File: src/mof_pkg.sv
// What this block does
// - The status letter is reported on status_char; the status byte slot of the binary attitude message carries the numeric status code.
// - Unaided operation is reported as N when stable and n when unstable.
// - Speed-aided operation is reported as S or s, and heading-aided operation as C or c, upper case when stable.
// - Internal magnetic compass heading is reported as M when stable and m while still unstable.
// - External speed with internal magnetic heading is reported as B when stable and b when unstable.
// - Full aiding with external speed and heading is reported as A when stable and a when unstable.
// - After power-on or restart the data are flagged unstable for the alignment period of about five minutes.
// - The profiler sentence comes in a plain and a P-prefixed form, carries pitch, roll and heading by commas and ends in 13, 10.
// - Profiler pitch and roll are a sign then ddd.dd with leading zeroes, pitch bow up and roll port up positive.
// - Profiler heading is unsigned true degrees ddd.dd with leading zeroes.
// - On the single letter O the block replies with roll and pitch in 0.0005 steps of -1..1, then heave in 0.5 cm steps.
// - The fourth reply element repeats the current heave; roll port up, pitch stern up, heave up positive.
// - The binary packet is 0x10, roll hi/lo, pitch hi/lo, heave hi/lo, status, 0x10.
// - Each binary field is 16-bit two's complement, most significant byte first.
// - Binary roll and pitch use 65536 counts per circle, heave one millimetre per count.
// - The binary status byte is 0-7: unaided, speed, heading, full pairs, even stable and odd unstable.
package mof_pkg;

  // ***************************************
  // timing
  // ***************************************
  localparam int CLK_HZ = 50_000_000;
  localparam int ALIGN_TIME_S = 300;
  localparam longint ALIGN_CYCLES = longint'(ALIGN_TIME_S) * longint'(CLK_HZ);
  localparam int ALIGN_W = 36;

  // ***************************************
  // fifo
  // ***************************************
  localparam int FIFO_W = 8;
  localparam int FIFO_D = 8;

  // ***************************************
  // aiding modes and states
  // ***************************************
  typedef enum logic [2:0] {
    AID_NONE      = 3'h0,
    AID_SPEED     = 3'h1,
    AID_HEAD      = 3'h2,
    AID_MAG       = 3'h3,
    AID_SPEED_MAG = 3'h4,
    AID_FULL      = 3'h5
  } mof_aid_t;

  typedef enum logic [1:0] {
    MSG_BIN   = 2'h0,
    MSG_PROF  = 2'h1,
    MSG_QUERY = 2'h2
  } mof_msg_t;

  typedef enum logic [1:0] {
    ST_IDLE = 2'h1,
    ST_SEND = 2'h2
  } mof_state_t;

  // ***************************************
  // status letters, upper case; lower case adds CASE_BIT
  // ***************************************
  localparam logic [7:0] CH_UNAIDED = 8'h4E;
  localparam logic [7:0] CH_SPEED = 8'h53;
  localparam logic [7:0] CH_HEAD = 8'h43;
  localparam logic [7:0] CH_MAG = 8'h4D;
  localparam logic [7:0] CH_SPEED_MAG = 8'h42;
  localparam logic [7:0] CH_FULL = 8'h41;
  localparam logic [7:0] CASE_BIT = 8'h20;

  // binary status codes, stable values; unstable adds one
  localparam logic [2:0] CODE_UNAIDED = 3'h0;
  localparam logic [2:0] CODE_SPEED = 3'h2;
  localparam logic [2:0] CODE_HEAD = 3'h4;
  localparam logic [2:0] CODE_FULL = 3'h6;

  // ***************************************
  // message bytes
  // ***************************************
  localparam logic [7:0] B_FRAME = 8'h10;
  localparam logic [7:0] B_DOLLAR = 8'h24;
  localparam logic [7:0] B_P = 8'h50;
  localparam logic [7:0] B_R = 8'h52;
  localparam logic [7:0] B_D = 8'h44;
  localparam logic [7:0] B_I = 8'h49;
  localparam logic [7:0] B_COMMA = 8'h2C;
  localparam logic [7:0] B_DOT = 8'h2E;
  localparam logic [7:0] B_PLUS = 8'h2B;
  localparam logic [7:0] B_MINUS = 8'h2D;
  localparam logic [7:0] B_ZERO = 8'h30;
  localparam logic [7:0] B_CR = 8'h0D;
  localparam logic [7:0] B_LF = 8'h0A;
  localparam logic [7:0] B_QUERY = 8'h4F;

  // last byte index of each message, and query field width
  localparam logic [4:0] BIN_LAST = 5'h08;
  localparam logic [4:0] PROF_LAST_PLAIN = 5'h1D;
  localparam logic [4:0] PROF_LAST_PREF = 5'h1E;
  localparam logic [4:0] QRY_LAST = 5'h1C;
  localparam logic [4:0] QRY_FIELD = 5'h07;

endpackage

File: src/mof_fifo.sv
`timescale 1ns/1ps
`default_nettype none
module mof_fifo #(
  parameter int W = 8,
  parameter int D = 8
) (
  input wire logic clk,
  input wire logic sys_rst,
  input wire logic [W-1:0] in_data,
  input wire logic in_valid,
  output logic in_ready,
  output logic [W-1:0] out_data,
  output logic out_valid,
  input wire logic out_ready
);
  localparam int AW = $clog2(D);
  logic [W-1:0] mem [D];
  logic [AW:0] wr_ptr;
  logic [AW:0] rd_ptr;
  logic full;
  logic empty;

  assign empty = (wr_ptr == rd_ptr);
  assign full = (wr_ptr[AW-1:0] == rd_ptr[AW-1:0]) && (wr_ptr[AW] != rd_ptr[AW]);
  assign in_ready = !full;
  assign out_valid = !empty;
  assign out_data = mem[rd_ptr[AW-1:0]];

  always_ff @(posedge clk) begin
    if (in_valid && !full) begin
      mem[wr_ptr[AW-1:0]] <= in_data;
    end
  end

  always_ff @(posedge clk) begin
    if (sys_rst) begin
      wr_ptr <= '0;
    end else if (in_valid && !full) begin
      wr_ptr <= wr_ptr + 1'b1;
    end
  end

  always_ff @(posedge clk) begin
    if (sys_rst) begin
      rd_ptr <= '0;
    end else if (out_ready && !empty) begin
      rd_ptr <= rd_ptr + 1'b1;
    end
  end
endmodule
`default_nettype wire

File: src/mof_formatter.sv
`timescale 1ns/1ps
`default_nettype none
module mof_formatter #(
  parameter longint ALIGN_CYCLES = mof_pkg::ALIGN_CYCLES
) (
  input wire logic clk,
  input wire logic sys_rst,
  input wire logic [15:0] roll_angle,
  input wire logic [15:0] pitch_angle,
  input wire logic [15:0] heave_mm,
  input wire logic [15:0] roll_cdeg,
  input wire logic [15:0] pitch_cdeg,
  input wire logic [15:0] heading_cdeg,
  input wire logic [15:0] normalised_roll,
  input wire logic [15:0] normalised_pitch,
  input wire logic [15:0] heave_halfcm,
  input wire logic [2:0] aid_mode,
  input wire logic sensor_unstable,
  input wire logic restart,
  input wire logic send_binary,
  input wire logic send_profiler,
  input wire logic prefix_sel,
  input wire logic [7:0] rx_byte,
  input wire logic rx_valid,
  output logic [7:0] tx_data,
  output logic tx_valid,
  input wire logic tx_ready,
  output logic [7:0] status_char,
  output logic [2:0] status_code,
  output logic aligning,
  output logic busy
);

  // ***************************************
  // helpers
  // ***************************************
  function automatic logic [16:0] mag_of(input logic [15:0] v);
    logic [16:0] e;
    e = {v[15], v};
    return e[16] ? (17'h0_0000 - e) : e;
  endfunction

  function automatic logic [7:0] sign_of(input logic [15:0] v);
    return v[15] ? mof_pkg::B_MINUS : mof_pkg::B_PLUS;
  endfunction

  // decimal digit pos (0 = units) of a magnitude, as ascii
  function automatic logic [7:0] digit_of(input logic [16:0] mag, input logic [2:0] pos);
    logic [16:0] q;
    q = mag;
    case (pos)
      3'h1: q = mag / 17'd10;
      3'h2: q = mag / 17'd100;
      3'h3: q = mag / 17'd1000;
      3'h4: q = mag / 17'd10000;
      default: q = mag;
    endcase
    return mof_pkg::B_ZERO + {4'h0, 4'(q % 17'd10)};
  endfunction

  // ***************************************
  // stability and aiding status
  // ***************************************
  logic [mof_pkg::ALIGN_W-1:0] align_cnt;
  logic unstable;
  logic [7:0] next_status_char;
  logic [2:0] next_status_code;

  always_ff @(posedge clk) begin
    if (sys_rst || restart) begin
      align_cnt <= '0;
    end else if (align_cnt < mof_pkg::ALIGN_W'(ALIGN_CYCLES)) begin
      align_cnt <= align_cnt + 1'b1;
    end
  end

  assign unstable = (align_cnt < mof_pkg::ALIGN_W'(ALIGN_CYCLES)) || sensor_unstable;

  always_comb begin
    next_status_char = mof_pkg::CH_UNAIDED;
    next_status_code = mof_pkg::CODE_UNAIDED;
    case (aid_mode)
      mof_pkg::AID_SPEED: begin
        next_status_char = mof_pkg::CH_SPEED;
        next_status_code = mof_pkg::CODE_SPEED;
      end
      mof_pkg::AID_HEAD: begin
        next_status_char = mof_pkg::CH_HEAD;
        next_status_code = mof_pkg::CODE_HEAD;
      end
      mof_pkg::AID_MAG: begin
        next_status_char = mof_pkg::CH_MAG;
        next_status_code = mof_pkg::CODE_UNAIDED;
      end
      mof_pkg::AID_SPEED_MAG: begin
        next_status_char = mof_pkg::CH_SPEED_MAG;
        next_status_code = mof_pkg::CODE_SPEED;
      end
      mof_pkg::AID_FULL: begin
        next_status_char = mof_pkg::CH_FULL;
        next_status_code = mof_pkg::CODE_FULL;
      end
      default: begin
        next_status_char = mof_pkg::CH_UNAIDED;
        next_status_code = mof_pkg::CODE_UNAIDED;
      end
    endcase
    if (unstable) begin
      next_status_char = next_status_char | mof_pkg::CASE_BIT;
      next_status_code = next_status_code | 3'h1;
    end
  end

  // registered status outputs; the message status slot takes next_status_code at launch
  always_ff @(posedge clk) begin
    if (sys_rst) begin
      status_char <= mof_pkg::CH_UNAIDED | mof_pkg::CASE_BIT;
      status_code <= mof_pkg::CODE_UNAIDED | 3'h1;
      aligning <= 1'b1;
    end else begin
      status_char <= next_status_char;
      status_code <= next_status_code;
      aligning <= unstable;
    end
  end

  // ***************************************
  // request capture
  // ***************************************
  // set wins over clear so a request in the launch cycle is not lost
  mof_pkg::mof_state_t state;
  logic pend_bin;
  logic pend_prof;
  logic pend_qry;
  logic launch;
  mof_pkg::mof_msg_t next_msg;
  logic query_hit;

  assign query_hit = rx_valid && (rx_byte == mof_pkg::B_QUERY);
  assign launch = (state == mof_pkg::ST_IDLE) && (pend_bin || pend_prof || pend_qry);

  always_comb begin
    if (pend_bin) begin
      next_msg = mof_pkg::MSG_BIN;
    end else if (pend_qry) begin
      next_msg = mof_pkg::MSG_QUERY;
    end else begin
      next_msg = mof_pkg::MSG_PROF;
    end
  end

  always_ff @(posedge clk) begin
    if (sys_rst) begin
      pend_bin <= 1'b0;
      pend_prof <= 1'b0;
      pend_qry <= 1'b0;
    end else begin
      pend_bin <= send_binary || (pend_bin && !(launch && next_msg == mof_pkg::MSG_BIN));
      pend_qry <= query_hit || (pend_qry && !(launch && next_msg == mof_pkg::MSG_QUERY));
      pend_prof <= send_profiler || (pend_prof && !(launch && next_msg == mof_pkg::MSG_PROF));
    end
  end

  // ***************************************
  // snapshot
  // ***************************************
  // one capture per message keeps fields from mixing two sensor updates
  mof_pkg::mof_msg_t msg;
  logic pref;
  logic [15:0] s_roll;
  logic [15:0] s_pitch;
  logic [15:0] s_heave;
  logic [15:0] s_roll_cd;
  logic [15:0] s_pitch_cd;
  logic [15:0] s_head_cd;
  logic [15:0] s_nroll;
  logic [15:0] s_npitch;
  logic [15:0] s_heave_hc;
  logic [2:0] s_code;

  always_ff @(posedge clk) begin
    if (sys_rst) begin
      msg <= mof_pkg::MSG_BIN;
      pref <= 1'b0;
      s_roll <= 16'h0000;
      s_pitch <= 16'h0000;
      s_heave <= 16'h0000;
      s_roll_cd <= 16'h0000;
      s_pitch_cd <= 16'h0000;
      s_head_cd <= 16'h0000;
      s_nroll <= 16'h0000;
      s_npitch <= 16'h0000;
      s_heave_hc <= 16'h0000;
      s_code <= 3'h0;
    end else if (launch) begin
      msg <= next_msg;
      pref <= prefix_sel;
      s_roll <= roll_angle;
      s_pitch <= pitch_angle;
      s_heave <= heave_mm;
      s_roll_cd <= roll_cdeg;
      s_pitch_cd <= pitch_cdeg;
      s_head_cd <= heading_cdeg;
      s_nroll <= normalised_roll;
      s_npitch <= normalised_pitch;
      s_heave_hc <= heave_halfcm;
      s_code <= next_status_code;
    end
  end

  // ***************************************
  // serializer
  // ***************************************
  logic [4:0] idx;
  logic [4:0] last_idx;
  logic [4:0] ppos;
  logic [4:0] qpos;
  logic [1:0] qfld;
  logic [15:0] qval;
  logic [7:0] next_byte;
  logic push;
  logic fifo_in_ready;

  assign push = (state == mof_pkg::ST_SEND) && fifo_in_ready;

  always_comb begin
    case (msg)
      mof_pkg::MSG_PROF: last_idx = pref ? mof_pkg::PROF_LAST_PREF : mof_pkg::PROF_LAST_PLAIN;
      mof_pkg::MSG_QUERY: last_idx = mof_pkg::QRY_LAST;
      default: last_idx = mof_pkg::BIN_LAST;
    endcase
  end

  // plain sentence skips the prefix letter at position 1
  assign ppos = (pref || idx == 5'h00) ? idx : idx + 5'h01;
  assign qfld = 2'(idx / mof_pkg::QRY_FIELD);
  assign qpos = idx % mof_pkg::QRY_FIELD;

  always_comb begin
    case (qfld)
      2'h0: qval = s_nroll;
      2'h1: qval = s_npitch;
      default: qval = s_heave_hc;
    endcase
  end

  always_comb begin
    next_byte = mof_pkg::B_FRAME;
    case (msg)
      mof_pkg::MSG_PROF: begin
        case (ppos)
          5'h00: next_byte = mof_pkg::B_DOLLAR;
          5'h01: next_byte = mof_pkg::B_P;
          5'h02: next_byte = mof_pkg::B_R;
          5'h03: next_byte = mof_pkg::B_D;
          5'h04: next_byte = mof_pkg::B_I;
          5'h05: next_byte = mof_pkg::B_D;
          5'h06, 5'h0E, 5'h16: next_byte = mof_pkg::B_COMMA;
          5'h07: next_byte = sign_of(s_pitch_cd);
          5'h08: next_byte = digit_of(mag_of(s_pitch_cd), 3'h4);
          5'h09: next_byte = digit_of(mag_of(s_pitch_cd), 3'h3);
          5'h0A: next_byte = digit_of(mag_of(s_pitch_cd), 3'h2);
          5'h0B, 5'h13, 5'h1A: next_byte = mof_pkg::B_DOT;
          5'h0C: next_byte = digit_of(mag_of(s_pitch_cd), 3'h1);
          5'h0D: next_byte = digit_of(mag_of(s_pitch_cd), 3'h0);
          5'h0F: next_byte = sign_of(s_roll_cd);
          5'h10: next_byte = digit_of(mag_of(s_roll_cd), 3'h4);
          5'h11: next_byte = digit_of(mag_of(s_roll_cd), 3'h3);
          5'h12: next_byte = digit_of(mag_of(s_roll_cd), 3'h2);
          5'h14: next_byte = digit_of(mag_of(s_roll_cd), 3'h1);
          5'h15: next_byte = digit_of(mag_of(s_roll_cd), 3'h0);
          5'h17: next_byte = digit_of({1'b0, s_head_cd}, 3'h4);
          5'h18: next_byte = digit_of({1'b0, s_head_cd}, 3'h3);
          5'h19: next_byte = digit_of({1'b0, s_head_cd}, 3'h2);
          5'h1B: next_byte = digit_of({1'b0, s_head_cd}, 3'h1);
          5'h1C: next_byte = digit_of({1'b0, s_head_cd}, 3'h0);
          5'h1D: next_byte = mof_pkg::B_CR;
          default: next_byte = mof_pkg::B_LF;
        endcase
      end
      mof_pkg::MSG_QUERY: begin
        if (idx == mof_pkg::QRY_LAST - 5'h01) begin
          next_byte = mof_pkg::B_CR;
        end else if (idx == mof_pkg::QRY_LAST) begin
          next_byte = mof_pkg::B_LF;
        end else if (qpos == 5'h06) begin
          next_byte = mof_pkg::B_COMMA;
        end else if (qpos == 5'h00) begin
          next_byte = sign_of(qval);
        end else begin
          next_byte = digit_of(mag_of(qval), 3'(5'h05 - qpos));
        end
      end
      default: begin
        case (idx)
          5'h01: next_byte = s_roll[15:8];
          5'h02: next_byte = s_roll[7:0];
          5'h03: next_byte = s_pitch[15:8];
          5'h04: next_byte = s_pitch[7:0];
          5'h05: next_byte = s_heave[15:8];
          5'h06: next_byte = s_heave[7:0];
          5'h07: next_byte = {5'h00, s_code};
          default: next_byte = mof_pkg::B_FRAME;
        endcase
      end
    endcase
  end

  always_ff @(posedge clk) begin
    if (sys_rst) begin
      state <= mof_pkg::ST_IDLE;
    end else begin
      case (state)
        mof_pkg::ST_IDLE: if (launch) begin
          state <= mof_pkg::ST_SEND;
        end
        mof_pkg::ST_SEND: if (push && idx == last_idx) begin
          state <= mof_pkg::ST_IDLE;
        end
        default: state <= mof_pkg::ST_IDLE;
      endcase
    end
  end

  always_ff @(posedge clk) begin
    if (sys_rst || launch) begin
      idx <= 5'h00;
    end else if (push) begin
      idx <= idx + 5'h01;
    end
  end

  // ***************************************
  // output buffer and register stage
  // ***************************************
  logic [7:0] fifo_data;
  logic fifo_valid;
  logic fifo_take;

  assign fifo_take = fifo_valid && (!tx_valid || tx_ready);

  mof_fifo #(
    .W(mof_pkg::FIFO_W),
    .D(mof_pkg::FIFO_D)
  ) u_fifo (
    .clk(clk),
    .sys_rst(sys_rst),
    .in_data(next_byte),
    .in_valid(state == mof_pkg::ST_SEND),
    .in_ready(fifo_in_ready),
    .out_data(fifo_data),
    .out_valid(fifo_valid),
    .out_ready(fifo_take)
  );

  always_ff @(posedge clk) begin
    if (sys_rst) begin
      tx_valid <= 1'b0;
      tx_data <= 8'h00;
    end else if (fifo_take) begin
      tx_valid <= 1'b1;
      tx_data <= fifo_data;
    end else if (tx_ready) begin
      tx_valid <= 1'b0;
    end
  end

  always_ff @(posedge clk) begin
    if (sys_rst) begin
      busy <= 1'b0;
    end else begin
      busy <= launch || (state == mof_pkg::ST_SEND && !(push && idx == last_idx));
    end
  end
endmodule
`default_nettype wire

File: config.mk
export PLATFORM = sky130hd
export DESIGN_NAME = mof_formatter
export DESIGN_NICKNAME = d
export VERILOG_FILES = /design/src/mof_pkg.sv /design/src/mof_fifo.sv /design/src/mof_formatter.sv
export SDC_FILE = /design/constraint.sdc
export NUM_CORES = 2
export LEC_CHECK = 0
export BUFFER_PORTS_ARGS = -buffer_cell sky130_fd_sc_hd__buf_2
export CAP_MARGIN = 20
export CORE_MARGIN = 2
export CORE_UTILIZATION = 50
export CTS_CLUSTER_DIAMETER = 30
export DETAILED_ROUTE_END_ITERATION = 16
export GPL_TIMING_DRIVEN = 0
export PLACE_DENSITY = 0.74
export SYNTH_ARGS = -nofsm -noshare
export SYNTH_HDL_FRONTEND = slang
export SYNTH_SLANG_ARGS = --single-unit
File: constraint.sdc
create_clock -name clk -period 114 [get_ports clk]
set_input_delay 11.4 -clock clk [delete_from_list [all_inputs] [get_ports clk]]
set_output_delay 11.4 -clock clk [all_outputs]
set_load 0.01 [all_outputs]
* Word-level counts from Yosys, hierarchy flattened
Memory sizes are Yosys's and may differ from the RTL's. A register that Yosys moved wholly into a read port is not among the register bits.
Index checks and enable logic that the tools add are counted.
** Word-level totals
- Memories :: 1
- Bits in writable memories :: 64
- Flip-flop bits (word level) :: 218
- Bits of input ports :: 164
- Logic and storage cells :: 257
- Output and inout bits :: 22
** Memories
- u_fifo.mem :: words 8, bits a word 8, rd ports 1, clocked after memory_dff 1, wr ports 1, line mof_fifo.sv:17 : logic [W-1:0] mem [D];
** Cells by class
- Reductions and logical operators :: 44
- Add/sub/neg operators :: 24
- Order comparisons :: 1
- Mux-type cells :: 65
- Eq/ne operators :: 62
- Div/mod/pow operators :: 34
** Operators by type and width (number)
- 2-to-1 mux 17 bit :: 38
- remainder unit 17 x 4 -> 17 bit, second input constant :: 16
- case mux 7 bit (25 select lines) :: 1
- adder 6 x 4 -> 7 bit, first input constant :: 16
- equality test 5 bit, second input constant :: 16
- case mux 17 bit (4 select lines) :: 1
- case mux 8 bit (7 select lines) :: 1
- divider 17 x 10 -> 17 bit, second input constant :: 3
- divider 17 x 14 -> 17 bit, second input constant :: 3
- divider 17 x 4 -> 17 bit, second input constant :: 3
- divider 17 x 7 -> 17 bit, second input constant :: 3
- subtractor 1 x 16 -> 17 bit, first input constant :: 3
- equality test 5 x 3 -> 1 bit, second input constant :: 9
- equality test 5 x 4 -> 1 bit, second input constant :: 8
- adder 36 x 1 -> 36 bit, second input constant :: 1
- less-than comparator 36 x 34 -> 1 bit, second input constant :: 1
- case mux 16 bit (2 select lines) :: 1
- 2-to-1 mux 7 bit :: 4
- case mux 5 bit (5 select lines) :: 1
- equality test 5 x 2 -> 1 bit, second input constant :: 4
- divider 16 x 10 -> 17 bit, second input constant :: 1
- divider 16 x 14 -> 17 bit, second input constant :: 1
- divider 16 x 4 -> 17 bit, second input constant :: 1
- divider 16 x 7 -> 17 bit, second input constant :: 1
- 34 further kinds :: 93

* Logic depth before layout (Yosys ltp)
- Word-level depth :: 19
- Gate-level depth with buffers :: 200
- Depth with buffers taken out :: 190

* Hierarchy
From an unflattened synthesis, not the netlist that was laid out.
** Second synthesis, totals
- Cells, all modules :: 5538
- Area total of the unflattened synthesis :: 41892.7 sq um
** Modules (own cells, without submodules)
- mof_formatter :: instances 1, area each 38717.1 sq um, cells each 5360, seq. area each 4284.1 sq um
- mof_fifo :: instances 1, area each 3175.5 sq um, cells each 178, seq. area each 2142.1 sq um

* Worst setup path before layout
Ideal clock, no wire load.
- Kind :: reg2reg
- From :: register idx[0]
- To :: memory u_fifo.mem[0][2], data pin
- Library setup time :: 0.321 ns
- Slack :: 77.162 ns
- Data required time :: 113.679 ns
- Buffers on the path :: 13
- Clock period less this slack :: 36.838 ns
- Cell stages (with the launch flop) :: 190
- Data arrival time :: 36.518 ns
- Cell sequence :: dfxtp_1 inv_1 clkbuf_1 ha_1 and4b_1 or3_4 nand2_1 inv_2 ha_1 clkbuf_1 a21oi_4 o21ai_1 a32o_1 a21oi_1 ha_1 nand4_2 nor4_2 a31oi_4 (+154 left out) o21a_1 ha_1 nor2b_1 o21ai_0 nand2b_1 a21oi_1 nor2b_1 o21ai_0 nand2b_1 a21oi_1 nor2b_1 o21ai_0 o311ai_0 a31oi_1 o211ai_1 nand2_1 a221oi_1 o311ai_0
** On the way
- Longest elaborated chain between the ends :: 19
- Elaborated cells on any way between the ends :: 80
- Classes of those cells :: add/sub (4); div (7); eq/ne (44); mux (17); reduce/logical (8)
** Ends and longest elaborated chain
- start, declared :: line mof_formatter.sv:214 : logic [4:0] idx;
- start signal, assigned :: line mof_formatter.sv:329 : idx <= idx + 5'h01;
- divider 5 x 3 -> 5 bit :: line mof_formatter.sv:236 : assign qfld = 2'(idx / mof_pkg::QRY_FIELD);
- equality test 2 x 1 -> 1 bit or logical NOT 2 bit (tied branches) :: line mof_formatter.sv:240 : case (qfld)
- case mux 16 bit (2 select lines) :: line mof_formatter.sv:240
- subtractor 1 x 16 -> 17 bit :: line mof_formatter.sv:40 : return e[16] ? (17'h0_0000 - e) : e;
- 2-to-1 mux 17 bit :: line mof_formatter.sv:40
- divider 17 x 14 -> 17 bit (tied with other cells) :: line mof_formatter.sv:55 : 3'h4: q = mag / 17'd10000;
- case mux 17 bit (4 select lines) :: line mof_formatter.sv:51 : case (pos)
- 2-to-1 mux 17 bit :: line mof_formatter.sv:288 : end else if (qpos == 5'h00) begin
- (+4 left out)
- remainder unit 17 x 4 -> 17 bit :: line mof_formatter.sv:58 : return mof_pkg::B_ZERO + {4'h0, 4'(q % 17'd10)};
- adder 6 x 4 -> 7 bit :: line mof_formatter.sv:58
- 2-to-1 mux 7 bit :: line mof_formatter.sv:288
- 2-to-1 mux 7 bit :: line mof_formatter.sv:286 : end else if (qpos == 5'h06) begin
- 2-to-1 mux 7 bit :: line mof_formatter.sv:284 : end else if (idx == mof_pkg::QRY_LAST) begin
- 2-to-1 mux 7 bit :: line mof_formatter.sv:282 : if (idx == mof_pkg::QRY_LAST - 5'h01) begin
- case mux 8 bit (2 select lines) (*) :: line mof_formatter.sv:249 : case (msg)
- net next_byte[2] :: line mof_formatter.sv:220 : logic [7:0] next_byte;
- end, declared :: line mof_fifo.sv:17
Mark *: on every way through the listed nets, which the timed path passes. The rest lies on a longest branch. The select of a mux whose other input is x is not followed.

* Worst setup path in the final report
- From :: register idx[0]
- To :: memory u_fifo.mem[7][3], data pin
Same word-level chain as after synthesis.

==> results.txt <==
- Status: complete, no violations
- Pin placement for this block handled 186 I/O pins.
* Root buffer cell: clkbuf_16
- Global router's overall resource usage: 29.3%
- The tightest min-delay check is of the reg -> reg type.
- Along the worst hold path, the cell count comes to 2.
* Core footprint: 0.0836 mm^2
* HPWL after detailed placement: 107,000 um
- Data on the critical path arrives at its endpoint at 45.06 ns.
* Post-synth EDFFs: 64
- Timing would allow up to 0.0223 GHz.
- Subtracting the final worst setup slack from the clock period gives 44.83 ns.
* Largest net degree at the start of global routing: 35
* Antenna-violating nets left: 0
- Source-to-sink clock delay at the later pin of the worst-skew pair: 0.58 ns
- Ant. Diodes: 0
- Library cell appearing most often on the critical path: o21a_1
- The number of antenna violations at the first check in global routing was 1.
- Counting every sink on the clock net gives 286.
- During placement, the flow inserted port buffers numbering 183.
- Maximum single-stage delay on the critical path: 0.70 ns
- DRC violation total after the first TritonRoute iteration: 3,858
* Mean instance size in the synthesized netlist: 7.50 um^2
- By area the synthesized netlist is led by ha_1, dfxtp_1, nand2_1, a21oi_1, edfxtp_1.
* Clock input transition at the sequential cells of the worst setup and hold paths: 0.06 ns
- Placement Setup Slack: 69.98 ns
* CTS buffer count: 37
- Number of hold-slack violations in the final timing report: 0
* Area leader, netlist: ha_1
* Depth of the CTS H-tree: 2
- After detailed routing, the average wire length per cell comes to 19.1 um.
- Post-CTS timing repair inserted 0 buffers for setup.
* Setup violations, final: 0
* Number of optimization iterations in the first detailed-route pass: 6
* Sequential fraction of the synthesis area: 15.1%
- Start point of the worst hold path: align_cnt[35]
* Share of Yosys cell area claimed by the top area cell type: 14.8%
- For the worst setup path, the data required time is 114.23 ns.
* Max_cap viols: 0
- Number of nets at the end of the flow: 6,518
* Netlist cell types: 149
- Resize count post-CTS: 0
* Die outline height: 294 um
* Wire length reported by the detailed router: 133,000 um
- Register-to-register setup slack: 69.17 ns
- Maximum clock skew at final layout: 0.0318 ns
- For hold timing, the worst endpoint is align_cnt[35].
* Destination of the worst register-to-register timing path: u_fifo.mem[7][3]
- Area growth syn-to-layout: 9.26%
* Startpoint of the worst setup timing path: idx[0]
* Min setup slack post-route: 69.17 ns
* Final worst-path cycle share: 39.3%
- Netlist Area Pre-Place: 0.0421 mm^2
- Total via count in the routed design: 44,500
* CTS tree: done
- After routing, the total negative slack on setup checks comes to 0 ns.
- The via count of the first global-routing pass came to 40,600.
- Post-synthesis register bit count: 286
- After global routing the overflow that remains totals 0.
- Critical Path Sink Type: flip-flop
* Vias per Instance: 6.39
* Area used by multi-input combinational logic: 0.0342 mm^2
- CP max stage cell: o22ai_1
* Total Die Area: 0.0865 mm^2
- In the synthesized netlist the async set-or-reset flop fraction comes to 0%.
- For the pin with the worst max-slew slack, the measured transition is 1.30 ns.
* Unrepaired setup endpoints after global routing: no
- The first global-routing pass estimated 211,000 um of wire.
- Worst Path Buf+Inv: 18
- The most common cell in the synthesized netlist is nand2_1.
- Worst setup SP type: flip-flop
- Startpoint of the worst register-to-register path: idx[0]
- Layout cells sized above 1: 11.4%
- The commonest cells after synthesis are nand2_1, ha_1, a21oi_1.
- Number of hold-repair buffers added at the cts stage: 0
- In the final layout, flip-flops and latches occupy 0.00637 mm^2.
- Buffer depth of the longest clock path: 3
* Max-Slew Margin vs Limit: 12.6%
* Horizontal die dimension: 294 um
* Starting density of the core: 50.4%
- Of all nets on the critical path, the largest fanout is 11.
- GP Congestion: 0.980
* Most used flip-flop cell after synthesis: dfxtp_1
- Post-route DRC: 0
* Fill count: 7,957
- Among cell families on the critical path, the largest total delay comes from compound AO/OA/AOI/OAI gates.
* Number of instances in the synthesized netlist: 5,611
* Number of standard-cell rows in the floorplan: 106
* Cells on worst reg2reg path: 190
- Yosys printed 0 warnings.
- Crit Path Class: reg -> reg
- Final Max Tran Viols: 0
tightest hold or removal path: stages, from the launching register on:
cell and delay (ns):
dfxtp_1 0.29, inv_1 0.06, nor2_1 0.04
metrics by stage:
step | hold WS [ns] | utilization (%) | instances | area (um^2)
3_3_place_gp | 0.416 | 53.1 | 6878 | 44400
2_1_floorplan | 0.407 | - | 5615 | 42100
3_5_place_dp | 0.433 | 53.4 | 6895 | 44600
5_1_grt | 0.458 | 55.0 | 6965 | 46000
6_report | 0.441 | 55.0 | 6965 | 46000
4_1_cts | 0.439 | 55.0 | 6962 | 45900
state kept, by name, summed over array words and instances (netlist names), 2 cells and up:
signal         cells
align_cnt         36
idx                5
msg                2
s_code             3
s_head_cd         16
s_heave           16
s_heave_hc        16
s_npitch          16
s_nroll           16
s_pitch           16
s_pitch_cd        16
s_roll            16
s_roll_cd         16
state              2
status_char        5
status_code        3
tx_data            8
u_fifo.mem        64
u_fifo.rd_ptr      4
u_fifo.wr_ptr      4
cells by family after synthesis:
family / count (synthesis) / share of synthesized area [%]
xor gates and xnor gates: 256 / 5.40
DFF: 286 / 15.1
and+or+nand+nor: 2185 / 25.6
adders and majority gates: 500 / 14.9
buffers and inverters: 385 / 3.82
other: 2 / 0.0178
AOI/OAI and AO/OA: 1811 / 30.0
muxes: 186 / 5.27
metal layers:
| metal | vias up | global-route usage, % | routed length, um |
|---|---|---|---|
| met3 | 251 | 2.56 | 9140 |
| met1 | 20900 | 39.6 | 58600 |
| met5 | - | 0 | 0 |
| li1 | 21700 | - | - |
| met4 | 0 | 11.7 | 5400 |
| met2 | 1642 | 48.2 | 59700 |
area by class of cell:
type                    count  area share (%)
repair buffers            203            2.53
clock buffers              41            2.09
well taps                1080            2.94
clock inverters            26           0.786
inverters                 160            1.31
multi-input cells        4944            74.3
plain buffers             225            2.19
flip-flops and latches    286            13.8
worst max-delay path by stage:
stage / to / depth (start not counted)
final: u_fifo.mem[7][3] / 190
after global routing: u_fifo.mem[0][3] / 192
after CTS: u_fifo.mem[0][3] / 190
after detailed placement: u_fifo.mem[1][3] / 191
after global placement: u_fifo.mem[0][2] / 188
after floorplan: u_fifo.mem[0][2] / 189
layout by cell type (no fill, tap or decap), drive strengths merged, types with 78 or more instances in the layout:
cell and n:
inv 163, or3 78, nand3 117, a21oi 478, clkbuf 200, o31ai 100, nand2 687, dfxtp 222
nor2 472, buf 269, mux2 101, o21ai 289, xnor2 145, a211oi 80, nor3 288, o21a 222
xor2 110, ha 497
Power is left out: the tool's default activity adds up to more than one toggle a clock period on the data nets, which glitch-free logic cannot reach.
